===== src/rtl/dica_pkg.sv =====
`default_nettype none

package dica_pkg;

	// ****************************************
	// Register addresses.
	// ****************************************
	localparam logic [6:0] ADDR_INCHK = 7'h01;
	localparam logic [6:0] ADDR_PATH = 7'h02;
	localparam logic [6:0] ADDR_FSTX = 7'h03;
	localparam logic [6:0] ADDR_RESULTS = 7'h04;
	localparam logic [6:0] ADDR_ALARM = 7'h05;
	localparam logic [6:0] ADDR_TEMP = 7'h06;
	localparam logic [6:0] ADDR_MASK = 7'h07;
	localparam logic [6:0] ADDR_PAT0 = 7'h25;
	localparam logic [6:0] N_PATTERNS = 7'h08;

	// ****************************************
	// Reset values and writable bits.
	// ****************************************
	localparam logic [15:0] RST_INCHK = 16'h040E;
	localparam logic [15:0] RST_PATH = 16'h7000;
	localparam logic [15:0] RST_FSTX = 16'hF000;
	localparam logic [15:0] RST_MASK = 16'hFFFF;
	localparam logic [15:0] WMASK_INCHK = 16'h9FFE;
	localparam logic [15:0] WMASK_PATH = 16'h70FA;
	localparam logic [15:0] WMASK_FSTX = 16'hF001;
	localparam logic [7:0][15:0] PAT_RST = {16'hC6C6, 16'hAAAA, 16'h1616, 16'h1A1A,
		16'h4545, 16'hEAEA, 16'hB6B6, 16'h7A7A};

	// ****************************************
	// Field positions of the input check control register.
	// ****************************************
	localparam int B_IOTEST = 15;
	localparam int B_AUTOCLR = 12;
	localparam int B_ODD = 11;
	localparam int B_PAR_EN = 10;
	localparam int B_DUAL = 9;
	localparam int B_REVIF = 8;
	localparam int B_INV_A = 7;
	localparam int B_EN_NEAR2 = 3;
	localparam int B_EN_NEAR1 = 2;
	localparam int B_EN_COLL = 1;

	// ****************************************
	// Field positions of the path and shutdown control register.
	// ****************************************
	localparam int B_SD_DACCLK = 14;
	localparam int B_SD_DATACLK = 13;
	localparam int B_SD_COLL = 12;
	localparam int B_FOURW = 7;
	localparam int B_MIX = 6;
	localparam int B_BOOST = 5;
	localparam int B_OSC = 4;
	localparam int B_REVBUS = 3;
	localparam int B_TWOS = 1;

	// ****************************************
	// Full-scale, transmit and temperature fields.
	// ****************************************
	localparam int FS_MSB = 15;
	localparam int FS_LSB = 12;
	localparam int B_TXEN = 0;
	localparam int TEMP_LSB = 8;

	// ****************************************
	// Alarm status bit positions.
	// ****************************************
	localparam int A_ZERO = 15;
	localparam int A_COLL = 13;
	localparam int A_NEAR1 = 12;
	localparam int A_NEAR2 = 11;
	localparam int A_DACCLK = 10;
	localparam int A_DATACLK = 9;
	localparam int A_OFF = 8;
	localparam int A_IOTEST = 7;
	localparam int A_PLL = 5;
	localparam int A_PAR_A = 4;

	// ****************************************
	// Counts and codes.
	// ****************************************
	localparam logic [6:0] AUTOCLR_COUNT = 7'h40;
	localparam logic [15:0] MIDSCALE = 16'h8000;
	localparam logic [4:0] INSTR_BITS = 5'h08;
	localparam logic [4:0] DATA_BITS = 5'h10;

	typedef enum logic [1:0] {
		SER_IDLE = 2'b00,
		SER_INSTR = 2'b01,
		SER_DATA = 2'b10,
		SER_DONE = 2'b11
	} dica_ser_t;

endpackage

`default_nettype wire


===== src/rtl/dica_regs.sv =====
// Function
// - Pattern check runs, outputs forced off.
// - Alarms auto-clear after 64 good samples.
// - Parity sense bit: zero even, one odd.
// - Parity enable checks each word against pin.
// - Dual or single parity, needs enable.
// - Interface reversal rotates strobe, sync, parity pins.
// - Per-channel invert complements channel output data.
// - FIFO nearness and collision alarms individually enabled.
// - Clock-loss alarms shut outputs when enabled.
// - Collision alarm shuts outputs when enabled.
// - Serial width bit picks four or three wire.
// - Mixer enable and six dB boost bit.
// - Oscillator enable bit drives oscillator on.
// - Bus reversal swaps input bit order.
// - Format bit selects two's complement or offset.
// - Full-scale field scales current, resets all ones.
// - Transmit on when register bit or pin.
// - Pattern results mark failing bit positions, write-clear.
// - Zero write pointer raises an alarm.
// - FIFO alarm field encodes nearness and collision.
// - Output-off alarm forces every channel to mid-scale when its cause's shutdown bit is set.
// - Pattern mismatch alarm set on differing data.
`default_nettype none

module dica_regs
	import dica_pkg::*;
(
	input wire logic CLK,
	input wire logic NRST,
	input wire logic SCLK,
	input wire logic SDENB_N,
	input wire logic SDIO_IN,
	output logic SDIO_OUT,
	output logic SDIO_OE_N,
	output logic SDO_OUT,
	output logic SDO_OE_N,
	input wire logic [15:0] BUS_AB,
	input wire logic [15:0] BUS_CD,
	input wire logic INPUT_STROBE,
	input wire logic SYNC_INPUT,
	input wire logic CHECK_BIT_INPUT,
	input wire logic TRANSMIT_ENABLE_PIN,
	input wire logic [7:0] FIFO_WR_PTR,
	input wire logic [7:0] FIFO_RD_PTR,
	input wire logic DACCLK_LOST,
	input wire logic DATACLK_LOST,
	input wire logic PLL_UNLOCK,
	input wire logic [7:0] TEMP_CODE,
	output logic [15:0] OUT_A,
	output logic [15:0] OUT_B,
	output logic [15:0] OUT_C,
	output logic [15:0] OUT_D,
	output logic [4:0] OUT_FULLSCALE,
	output logic OUTPUT_OFF,
	output logic MIXER_ON,
	output logic MIXER_BOOST,
	output logic OSC_ON,
	output logic SERIAL_FOUR_WIRE,
	output logic FIFO_SYNC,
	output logic ALARM
);

	// ****************************************
	// State.
	// ****************************************
	typedef struct packed {
		logic [15:0] inchk;
		logic [15:0] path;
		logic [15:0] fstx;
		logic [15:0] mask;
		logic [15:0] results;
		logic [15:0] alarms;
		logic [7:0][15:0] pat;
		logic [6:0] good_cnt;
		logic [1:0] word;
		logic [2:0] pat_idx;
		logic strobe_q;
		logic sclk_q;
		dica_ser_t ser;
		logic [4:0] bit_cnt;
		logic [7:0] instr;
		logic [15:0] shreg;
		logic [15:0] out_a;
		logic [15:0] out_b;
		logic [15:0] out_c;
		logic [15:0] out_d;
		logic [4:0] fullscale;
		logic output_off;
		logic mixer_on;
		logic mixer_boost;
		logic osc_on;
		logic four_wire;
		logic fifo_sync;
		logic alarm;
		logic sdio_out;
		logic sdio_oe_n;
		logic sdo_out;
		logic sdo_oe_n;
	} dica_state_t;

	localparam dica_state_t RST_ST = '{
		inchk: RST_INCHK,
		path: RST_PATH,
		fstx: RST_FSTX,
		mask: RST_MASK,
		pat: PAT_RST,
		ser: SER_IDLE,
		out_a: MIDSCALE,
		out_b: MIDSCALE,
		out_c: MIDSCALE,
		out_d: MIDSCALE,
		fullscale: {1'b0, RST_FSTX[FS_MSB:FS_LSB]} + 5'h01,
		output_off: 1'b1,
		sdio_oe_n: 1'b1,
		sdo_oe_n: 1'b1,
		default: '0
	};

	dica_state_t r_ff;
	dica_state_t nxt_r;

	// ****************************************
	// Helper functions.
	// ****************************************

	// Reverses the bit order of one input word.
	function automatic logic [15:0] bit_rev(input logic [15:0] v);
		logic [15:0] o;
		o = '0;
		for (int i = 0; i < 16; i++) begin
			o[i] = v[15 - i];
		end
		return o;
	endfunction

	// Rotates a one-hot pointer left by n places.
	function automatic logic [7:0] rot(input logic [7:0] v, input int n);
		return 8'((v << n) | (v >> (8 - n)));
	endfunction

	// Converts one sample to offset binary and applies the channel invert.
	function automatic logic [15:0] conv(input logic [15:0] d, input logic twos, input logic inv);
		logic [15:0] o;
		o = twos ? {~d[15], d[14:0]} : d;
		return inv ? ~o : o;
	endfunction

	// ****************************************
	// Input pin mapping and data conditioning.
	// ****************************************
	logic strobe;
	logic sync;
	logic chk;
	logic [15:0] ab;
	logic [15:0] cd;
	logic new_frame;
	logic [1:0] word;
	logic [2:0] pat_idx;

	// Rotation of the auxiliary inputs when the interface is reversed.
	assign strobe = r_ff.inchk[B_REVIF] ? SYNC_INPUT : INPUT_STROBE;
	assign sync = r_ff.inchk[B_REVIF] ? CHECK_BIT_INPUT : SYNC_INPUT;
	assign chk = r_ff.inchk[B_REVIF] ? INPUT_STROBE : CHECK_BIT_INPUT;
	assign ab = r_ff.path[B_REVBUS] ? bit_rev(BUS_AB) : BUS_AB;
	assign cd = r_ff.path[B_REVBUS] ? bit_rev(BUS_CD) : BUS_CD;

	// A strobe rising edge restarts word and pattern sequencing.
	assign new_frame = strobe & ~r_ff.strobe_q;
	assign word = new_frame ? 2'b00 : r_ff.word;
	assign pat_idx = new_frame ? 3'b000 : r_ff.pat_idx;

	// ****************************************
	// Checkers.
	// ****************************************
	logic [15:0] pdata_dual;
	logic par_bad;
	logic [15:0] mism;
	logic coll;
	logic near1;
	logic near2;
	logic [15:0] set;
	logic good;

	// Dual mode checks one half-bus per word, single mode the whole 32 bits.
	assign pdata_dual = word[0] ? cd : ab;
	assign par_bad = r_ff.inchk[B_PAR_EN] & (chk ^ r_ff.inchk[B_ODD] ^
		(r_ff.inchk[B_DUAL] ? ^pdata_dual : ^{ab, cd}));

	// Pattern checker compares both buses against the current pattern word.
	assign mism = r_ff.inchk[B_IOTEST] ?
		((ab ^ r_ff.pat[pat_idx]) | (cd ^ r_ff.pat[pat_idx])) : 16'h0000;

	// FIFO pointer distance from the one-hot write and read pointers.
	assign coll = (FIFO_WR_PTR == FIFO_RD_PTR);
	assign near1 = (FIFO_WR_PTR == rot(FIFO_RD_PTR, 1)) | (FIFO_RD_PTR == rot(FIFO_WR_PTR, 1));
	assign near2 = (FIFO_WR_PTR == rot(FIFO_RD_PTR, 2)) | (FIFO_RD_PTR == rot(FIFO_WR_PTR, 2));

	// Alarm events raised in this cycle.
	always_comb begin
		set = '0;
		set[A_ZERO] = (FIFO_WR_PTR == 8'h00);
		set[A_COLL] = coll & r_ff.inchk[B_EN_COLL];
		set[A_NEAR1] = near1 & r_ff.inchk[B_EN_NEAR1];
		set[A_NEAR2] = near2 & r_ff.inchk[B_EN_NEAR2];
		set[A_DACCLK] = DACCLK_LOST;
		set[A_DATACLK] = DATACLK_LOST;
		set[A_OFF] = set[A_COLL] | DACCLK_LOST | DATACLK_LOST;
		set[A_IOTEST] = |mism;
		set[A_PLL] = PLL_UNLOCK;
		if (par_bad) begin
			if (r_ff.inchk[B_DUAL]) begin
				set[A_PAR_A - int'(word)] = 1'b1;
			end else begin
				set[A_PAR_A - int'(word[0])] = 1'b1;
			end
		end
	end

	assign good = ~par_bad & ~(|mism);

	// ****************************************
	// Serial access port signals.
	// ****************************************
	logic rise;
	logic fall;
	logic [6:0] raddr;
	logic [15:0] rdata;
	logic wr_en;
	logic [6:0] wr_addr;
	logic [15:0] wr_data;
	logic clr_alarm;
	logic clr_results;
	logic autoclr;
	logic shut;
	logic [15:0] drv;
	logic [15:0] drv_b;

	assign rise = SCLK & ~r_ff.sclk_q;
	assign fall = ~SCLK & r_ff.sclk_q;
	assign raddr = {r_ff.instr[5:0], SDIO_IN};

	// Read data selection; unmapped addresses read zero.
	always_comb begin
		rdata = 16'h0000;
		if (raddr == ADDR_INCHK) begin
			rdata = r_ff.inchk;
		end else if (raddr == ADDR_PATH) begin
			rdata = r_ff.path;
		end else if (raddr == ADDR_FSTX) begin
			rdata = r_ff.fstx;
		end else if (raddr == ADDR_RESULTS) begin
			rdata = r_ff.results;
		end else if (raddr == ADDR_ALARM) begin
			rdata = r_ff.alarms;
		end else if (raddr == ADDR_TEMP) begin
			rdata = {TEMP_CODE, 8'h00};
		end else if (raddr == ADDR_MASK) begin
			rdata = r_ff.mask;
		end else if (raddr >= ADDR_PAT0 && raddr < ADDR_PAT0 + N_PATTERNS) begin
			rdata = r_ff.pat[3'(raddr - ADDR_PAT0)];
		end
	end

	// ****************************************
	// Next-state logic.
	// ****************************************
	always_comb begin
		nxt_r = r_ff;
		wr_en = 1'b0;
		wr_addr = r_ff.instr[6:0];
		wr_data = {r_ff.shreg[14:0], SDIO_IN};
		nxt_r.sclk_q = SCLK;
		nxt_r.strobe_q = strobe;
		nxt_r.word = word + 2'b01;
		nxt_r.pat_idx = pat_idx + 3'b001;
		nxt_r.fifo_sync = sync;

		// Serial access: instruction byte, then sixteen data bits.
		if (SDENB_N) begin
			nxt_r.ser = SER_IDLE;
			nxt_r.bit_cnt = '0;
			nxt_r.sdio_oe_n = 1'b1;
			nxt_r.sdo_oe_n = 1'b1;
		end else begin
			case (r_ff.ser)
				SER_IDLE, SER_INSTR: begin
					if (rise) begin
						nxt_r.instr = {r_ff.instr[6:0], SDIO_IN};
						nxt_r.bit_cnt = r_ff.bit_cnt + 5'h01;
						nxt_r.ser = SER_INSTR;
						if (r_ff.bit_cnt == INSTR_BITS - 5'h01) begin
							nxt_r.ser = SER_DATA;
							nxt_r.bit_cnt = '0;
							if (r_ff.instr[6]) begin
								nxt_r.shreg = rdata;
								nxt_r.sdo_out = rdata[15];
								nxt_r.sdio_out = rdata[15];
								nxt_r.sdo_oe_n = ~r_ff.path[B_FOURW];
								nxt_r.sdio_oe_n = r_ff.path[B_FOURW];
							end
						end
					end
				end
				SER_DATA: begin
					if (rise) begin
						nxt_r.bit_cnt = r_ff.bit_cnt + 5'h01;
						if (!r_ff.instr[7]) begin
							nxt_r.shreg = wr_data;
						end
						if (r_ff.bit_cnt == DATA_BITS - 5'h01) begin
							nxt_r.ser = SER_DONE;
							wr_en = ~r_ff.instr[7];
						end
					end else if (fall && r_ff.instr[7]) begin
						nxt_r.shreg = {r_ff.shreg[14:0], 1'b0};
						nxt_r.sdo_out = r_ff.shreg[14];
						nxt_r.sdio_out = r_ff.shreg[14];
					end
				end
				default: begin
					// Drive low after the final falling edge until deselected.
					if (fall) begin
						nxt_r.sdo_out = 1'b0;
						nxt_r.sdio_out = 1'b0;
					end
				end
			endcase
		end

		// Register writes.
		clr_alarm = 1'b0;
		clr_results = 1'b0;
		if (wr_en) begin
			if (wr_addr == ADDR_INCHK) begin
				nxt_r.inchk = wr_data & WMASK_INCHK;
			end else if (wr_addr == ADDR_PATH) begin
				nxt_r.path = wr_data & WMASK_PATH;
			end else if (wr_addr == ADDR_FSTX) begin
				nxt_r.fstx = wr_data & WMASK_FSTX;
			end else if (wr_addr == ADDR_RESULTS) begin
				clr_results = 1'b1;
			end else if (wr_addr == ADDR_ALARM) begin
				clr_alarm = 1'b1;
			end else if (wr_addr == ADDR_MASK) begin
				nxt_r.mask = wr_data;
			end else if (wr_addr >= ADDR_PAT0 && wr_addr < ADDR_PAT0 + N_PATTERNS) begin
				nxt_r.pat[3'(wr_addr - ADDR_PAT0)] = wr_data;
			end
		end

		// Good-sample run counter for automatic alarm clearing.
		autoclr = 1'b0;
		if (!good) begin
			nxt_r.good_cnt = '0;
		end else if (r_ff.good_cnt == AUTOCLR_COUNT - 7'h01) begin
			nxt_r.good_cnt = '0;
			autoclr = r_ff.inchk[B_AUTOCLR];
		end else begin
			nxt_r.good_cnt = r_ff.good_cnt + 7'h01;
		end

		// Sticky flags; a new event wins over a clear in the same cycle.
		nxt_r.alarms = (r_ff.alarms & ~{16{clr_alarm | autoclr}}) | set;
		nxt_r.results = (r_ff.results & ~{16{clr_results | autoclr}}) | mism;

		// Output shutdown from enabled loss and collision alarms.
		shut = (r_ff.alarms[A_DACCLK] & r_ff.path[B_SD_DACCLK]) |
			(r_ff.alarms[A_DATACLK] & r_ff.path[B_SD_DATACLK]) |
			(r_ff.alarms[A_COLL] & r_ff.path[B_SD_COLL]);
		nxt_r.output_off = (shut & r_ff.alarms[A_OFF]) | r_ff.inchk[B_IOTEST] |
			~(r_ff.fstx[B_TXEN] | TRANSMIT_ENABLE_PIN);

		// Channel samples: A and C on even words, B and D on odd words.
		drv = conv(ab, r_ff.path[B_TWOS], r_ff.inchk[word[0] ? B_INV_A - 1 : B_INV_A]);
		drv_b = conv(cd, r_ff.path[B_TWOS], r_ff.inchk[word[0] ? B_INV_A - 3 : B_INV_A - 2]);
		if (nxt_r.output_off) begin
			nxt_r.out_a = MIDSCALE;
			nxt_r.out_b = MIDSCALE;
			nxt_r.out_c = MIDSCALE;
			nxt_r.out_d = MIDSCALE;
		end else if (!word[0]) begin
			nxt_r.out_a = drv;
			nxt_r.out_c = drv_b;
		end else begin
			nxt_r.out_b = drv;
			nxt_r.out_d = drv_b;
		end

		// Configuration outputs.
		nxt_r.fullscale = {1'b0, r_ff.fstx[FS_MSB:FS_LSB]} + 5'h01;
		nxt_r.mixer_on = r_ff.path[B_MIX];
		nxt_r.mixer_boost = r_ff.path[B_BOOST];
		nxt_r.osc_on = r_ff.path[B_OSC];
		nxt_r.four_wire = r_ff.path[B_FOURW];
		nxt_r.alarm = |(r_ff.alarms & ~r_ff.mask);
	end

	// ****************************************
	// State register.
	// ****************************************
	always_ff @(posedge CLK or negedge NRST) begin
		if (!NRST) begin
			r_ff <= RST_ST;
		end else begin
			r_ff <= nxt_r;
		end
	end

	// Outputs straight from the state register.
	assign SDIO_OUT = r_ff.sdio_out;
	assign SDIO_OE_N = r_ff.sdio_oe_n;
	assign SDO_OUT = r_ff.sdo_out;
	assign SDO_OE_N = r_ff.sdo_oe_n;
	assign OUT_A = r_ff.out_a;
	assign OUT_B = r_ff.out_b;
	assign OUT_C = r_ff.out_c;
	assign OUT_D = r_ff.out_d;
	assign OUT_FULLSCALE = r_ff.fullscale;
	assign OUTPUT_OFF = r_ff.output_off;
	assign MIXER_ON = r_ff.mixer_on;
	assign MIXER_BOOST = r_ff.mixer_boost;
	assign OSC_ON = r_ff.osc_on;
	assign SERIAL_FOUR_WIRE = r_ff.four_wire;
	assign FIFO_SYNC = r_ff.fifo_sync;
	assign ALARM = r_ff.alarm;

endmodule

`default_nettype wire


===== config.mk =====
export PLATFORM = sky130hd
export DESIGN_NAME = dica_regs
export DESIGN_NICKNAME = d
export VERILOG_FILES = /design/src/rtl/dica_pkg.sv /design/src/rtl/dica_regs.sv
export SDC_FILE = /design/constraint.sdc
export NUM_CORES = 1
export LEC_CHECK = 0
export BUFFER_PORTS_ARGS = -buffer_cell sky130_fd_sc_hd__buf_4
export CORE_MARGIN = 4
export CORE_UTILIZATION = 25
export DETAILED_ROUTE_END_ITERATION = 16
export PLACE_DENSITY = 0.42
export SETUP_SLACK_MARGIN = 0.05
export SLEW_MARGIN = 10
export SYNTH_ARGS = -nofsm -noshare
export SYNTH_HDL_FRONTEND = slang
export SYNTH_SLANG_ARGS = --single-unit

===== constraint.sdc =====
create_clock -name CLK -period 6.4 [get_ports CLK]
set_input_delay 1.28 -clock CLK [delete_from_list [all_inputs] [get_ports CLK]]
set_output_delay 1.28 -clock CLK [all_outputs]
set_load 0.005 [all_outputs]

Yosys cells after proc, flatten, opt, wreduce, memory -nomap -nowiden
Index checks and enable logic that the tools add are counted.
{"block": "classes", "addsub": 9, "n_lt_le_gt_ge": 14, "n_eq_ne": 34, "muxes": 91, "n_bitwise": 61, "reduce_logical": 32}
{"operator": "$mux W16", "n": 27}
{"operator": "$bwmux W128", "n": 1}
{"operator": "$bmux W16 S3", "n": 2}
{"operator": "$not A16 Y16", "n": 5}
{"operator": "$or A16 B16 Y16", "n": 5}
{"operator": "$mux W64", "n": 1}
{"operator": "$eq A7 B3 Y1 const B", "n": 7}
{"operator": "$and A16 B16 Y16", "n": 3}
{"operator": "$demux W16 S3", "n": 1}
{"operator": "$mux W15", "n": 3}
{"operator": "$eq A8 B8 Y1", "n": 5}
{"operator": "$mux W1", "n": 36}
{"operator": "$mux W7", "n": 5}
{"operator": "$reduce_or A16 Y1", "n": 2}
{"operator": "$reduce_xor A32 Y1", "n": 1}
{"operator": "$xor A16 B16 Y16", "n": 2}
{"operator": "$mux W31", "n": 1}
{"operator": "$pmux W15 S2", "n": 1}
{"operator": "$eq A7 B2 Y1 const B", "n": 4}
{"operator": "$reduce_and A7 Y1", "n": 3}
{"operator": "$not A1 Y1", "n": 17}
{"operator": "$or A8 B1 Y8", "n": 2}
{"operator": "$or A8 B2 Y8", "n": 2}
{"operator": "$reduce_xor A16 Y1", "n": 1}
{"operator": "other kinds (43)", "n": 104}
{"block": "word_totals", "register_bits": 327, "inputBits": 68, "output_inout_bits": 80, "elab_cells": 280}

Longest topological paths before layout
{"block": "depth", "word_depth": 16, "mapped_depth": 13, "ltp_nobuf": 11}

Least setup slack after synthesis
OpenSTA, ideal clock, no wires.
{"block": "synth_path", "path_kind": "input-to-reg", "from": "in SDIO_IN", "to": "reg r_ff[91] (netlist bit)", "setup_time_ns": 0.137, "t_arrival_ns": 4.457, "t_required_ns": 6.263, "setup_slack_ns": 1.806, "stages": 12, "n_path_buf": 3, "path_cell_list": "buf_1 clkbuf_1 inv_1 ha_1 xor2_1 clkbuf_1 mux2_2 a221oi_1 nor3_1 a221o_1 a22oi_1 a21oi_1"}
{"block": "synth_between", "elab_chain_cells": 15, "elab_cells_between_ends": 25, "classes_between": "add/sub: 1; order compare: 2; eq/ne: 7; mux: 14; reduce/logical: 1"}
{"element": "start, declared", "line": "dica_regs.sv:33", "rtl": "input wire logic SDIO_IN,"}
{"element": "$sub A3 B3 Y3", "line": "dica_regs.sv:261", "rtl": "rdata = r_ff.pat[3'(raddr - ADDR_PAT0)];"}
{"element": "$bmux W16 S3", "line": "dica_regs.sv:261"}
{"element": "$mux W16 (implied by the code)", "line": "dica_regs.sv:261"}
{"element": "$mux W16", "line": "dica_regs.sv:260", "rtl": "end else if (raddr >= ADDR_PAT0 && raddr < ADDR_PAT0 + N_PATTERNS) begin"}
{"element": "$mux W16", "line": "dica_regs.sv:258", "rtl": "end else if (raddr == ADDR_MASK) begin"}
{"element": "$mux W16", "line": "dica_regs.sv:256", "rtl": "end else if (raddr == ADDR_TEMP) begin"}
{"element": "$mux W16", "line": "dica_regs.sv:254", "rtl": "end else if (raddr == ADDR_ALARM) begin"}
{"element": "$mux W16", "line": "dica_regs.sv:252", "rtl": "end else if (raddr == ADDR_RESULTS) begin"}
{"element": "$mux W16", "line": "dica_regs.sv:250", "rtl": "end else if (raddr == ADDR_FSTX) begin"}
{"element": "$mux W16", "line": "dica_regs.sv:248", "rtl": "end else if (raddr == ADDR_PATH) begin"}
{"element": "$mux W16 (*)", "line": "dica_regs.sv:246", "rtl": "if (raddr == ADDR_INCHK) begin"}
{"element": "$mux W16 (*)", "line": "dica_regs.sv:295", "rtl": "if (r_ff.instr[6]) begin"}
{"element": "$mux W16 (*)", "line": "dica_regs.sv:292", "rtl": "if (r_ff.bit_cnt == INSTR_BITS - 5'h01) begin"}
{"element": "$mux W31 (*)", "line": "dica_regs.sv:288", "rtl": "if (rise) begin"}
{"element": "$pmux W15 S2 (*)", "line": "dica_regs.sv:286", "rtl": "case (r_ff.ser)"}
{"element": "end signal, assigned", "line": "dica_regs.sv:406", "rtl": "r_ff <= nxt_r;"}
{"element": "end, declared", "line": "dica_regs.sv:120", "rtl": "dica_state_t r_ff;"}
Mark *: on every way between the ends. The rest lies on a longest branch, timed or not. The select of a mux whose other input is x is not followed.
A chain may end at the register's enable or synchronous reset.

Worst setup path in the final report
{"block": "layout_path", "from": "in SDIO_IN", "to": "reg r_ff[93] (netlist bit)"}
The elaborated chain is that of the path after synthesis.

==> reports/qor.txt <==
post-DP HPWL = 47300 um
Die Span X = 286 um
final setup violation count = 0
largest net degree at the start of global routing = 146
CTS max path bufs = 3
via/cell ratio = 4.93
Min-Delay Path Depth = 0
Mapped Nets = 1944
DP Area = 0.0209 mm^2
DIE AREA = 0.0818 mm^2
Slew Limit Fails = 0
Synth Instances = 1857
die height = 286 um
fraction of layout cells with a size suffix above 1 = 0.317
CTS Hold Bufs = 0
Post-synth ARST share = 1.00
Worst Hold Class = flip-flop to flip-flop
post-synth cell types = 61
Synthesis Warnings = 0
FF+latch count, synth = 326
number of flops mapped to enable cells by yosys = 0
FP Rows = 101
Final Skew = 0.0206 ns
average size of a mapped cell = 10.4 um^2
Skew-Pair Late Insertion Delay = 0.57 ns
Leak Pwr = 9.37 nW
cell type with the largest total area after synthesis = dfrtp_1
Synth Cell Area = 0.0193 mm^2
final hold vios = 0
synth top area cells = dfrtp_1 29%, dfstp_2 13%, mux2_2 11%
CP Data Required Time = 6.79 ns
sequential-to-total area share from yosys stat = 0.429
Critical Path End Type = flip-flop
global placement routability congestion = 0.841
DRC violation count after routing = 0
gr ovfl total = 0
most frequent cell after synthesis = nand2_1
Arr. time, crit path = 4.94 ns
Max-Cap Viols = 0
fin worst setup slack = 1.85 ns
core footprint = 0.0763 mm^2
first-pass GRT wire length = 102000 um
FMAX = 220 MHz
Post-DRT Antenna Nets = 0
post-CTS resize count = 0
post-synth top area share = 0.294
largest vdd supply drop = 0.000148 V
design area = 0.0222 mm^2
IO Pins = 148
via count = 14462
Starting DRT DRC Count = 948
Most used DFF post-synth = dfrtp_1
DP Worst Slack = 1.18 ns
Sinks on Clock Net = 326
dpl cells = 2862
Synth top cells by count = 233 x nand2_1, 227 x dfrtp_1, 186 x mux2_2
CTS tree = done
drt total wl = 67800 um
H-Tree Depth = 2
Least-Margin Pin Slew = 1.30 ns
Final Critical Period = 4.55 ns
Tcrit/Tclk final = 0.712
minimum hold slack = 0.448 ns
router iterations before antenna repair = 5
Reg clk slew, reported paths = 0.06 ns
number of global-route vias before repair = 14846
Synth-to-Final Area Change = 14.9%
Max FO, Critical Path = 41
Slew HR = 0.128
Setup crit start kind = primary input
n_diodes = 0
WL/cell = 23.1 um
CTS root buf = clkbuf_16
status = finished, final reports clean
unrepaired setup endpoints after global routing = no
I/O Buffers = 147
Crit Path Class = primary input to flip-flop
Pwr per Cell Area = 260 mW/mm^2
Inserted Clock Buffers = 40
NumNets Final = 1961
buffer count from post-CTS setup fixing = 0
Pwr Total = 5.78 mW
Non-Filler Instances = 2934
Tot GR Track Use = 0.164
Setup TNS Final = 0 ns
R2R depth = 13
starting density of the core = 0.253
initial antenna violation count = 2
post-layout util = 0.291
logic make-up after synthesis:
family,count (synthesis),share of synthesized area
compound gates,331,0.111
xor+xnor,159,0.0728
mux,326,0.203
buf+inv,243,0.0658
fa+ha+maj,19,0.0123
simple gates,453,0.107
flops,326,0.429
final timing paths:
check | startpoint | endpoint | slack (ns)
max | SDIO_IN | r_ff[93] | 1.85
min | nxt_r[9] | MIXER_ON | 0.45
max reg2reg | r_ff[341] | r_ff[261] | 2.16
min reg2reg | nxt_r[9] | MIXER_ON | 0.45
max in group asynchronous | NRST | OUT_D[1] | 4.30
min in group asynchronous | NRST | r_ff[216] | 0.79
cells in the final DEF (no fill, tap or decap), types with 18 or more instances in the layout:
cell / synthesis / final
mux2_2: 186 / 186
clkbuf_1: 108 / 18
o221ai_1: 22 / 21
dfrtp_1: 227 / 225
o22ai_1: 45 / 45
nor2_1: 83 / 83
o21ai_2: 20 / 20
nand2_1: 233 / 232
mux4_2: 32 / 32
a21oi_1: 113 / 113
xor2_1: 36 / 35
mux2i_1: 102 / 102
xnor2_1: 121 / 121
and2_1: 18 / 18
buf_4: 75 / 189
o21ai_0: 41 / 41
clkbuf_16: 0 / 41
ha_1: 19 / 19
dfstp_2: 99 / 99
inv_1: 27 / 26
nand3b_1: 21 / 21
nor3_1: 24 / 23
a22oi_1: 21 / 21
registers in the layout (all words and copies together) (netlist names), 4 cells and up:
signal,flops
OUT_B,16
OUT_C,16
r_ff,243
nxt_r,4
OUT_A,16
OUT_D,16
OUT_FULLSCALE,5
power by group:
part | leakage, nW | switching [mW] | internal [mW]
Clock | 0.610 | 0.941 | 1.33
Combinational | 4.71 | 0.782 | 0.477
Sequential | 4.05 | 0.113 | 2.14
Total | 9.37 | 1.84 | 3.95
layer usage:
layer	up-vias	global-route usage	share of wire
li1	6540	-	-
met1	7479	0.240	0.48
met4	0	0.0423	0.021
met3	78	0.0210	0.045
met2	365	0.257	0.45
met5	-	0	0
worst max-delay path, cell delays in order:
cell	delay, ns
buf_4	0.61
inv_1	0.34
ha_1	0.38
buf_4	0.28
buf_4	0.36
mux4_2	0.34
mux2_2	0.30
a221oi_1	0.28
nor3_1	0.09
a211oi_1	0.27
o21ai_0	0.14
o211ai_1	0.11
a31oi_1	0.09
area by class of cell:
type | count | area [um^2]
fill | 8028 | 54100
multi-input combinational | 1288 | 9810
sequential | 326 | 8280
timing repair buffer | 191 | 1450
tap | 1030 | 1290
clock buffer | 65 | 1180
inverter | 27 | 101
clock inverter | 7 | 90.1
(Power assumes the default switching activity.)
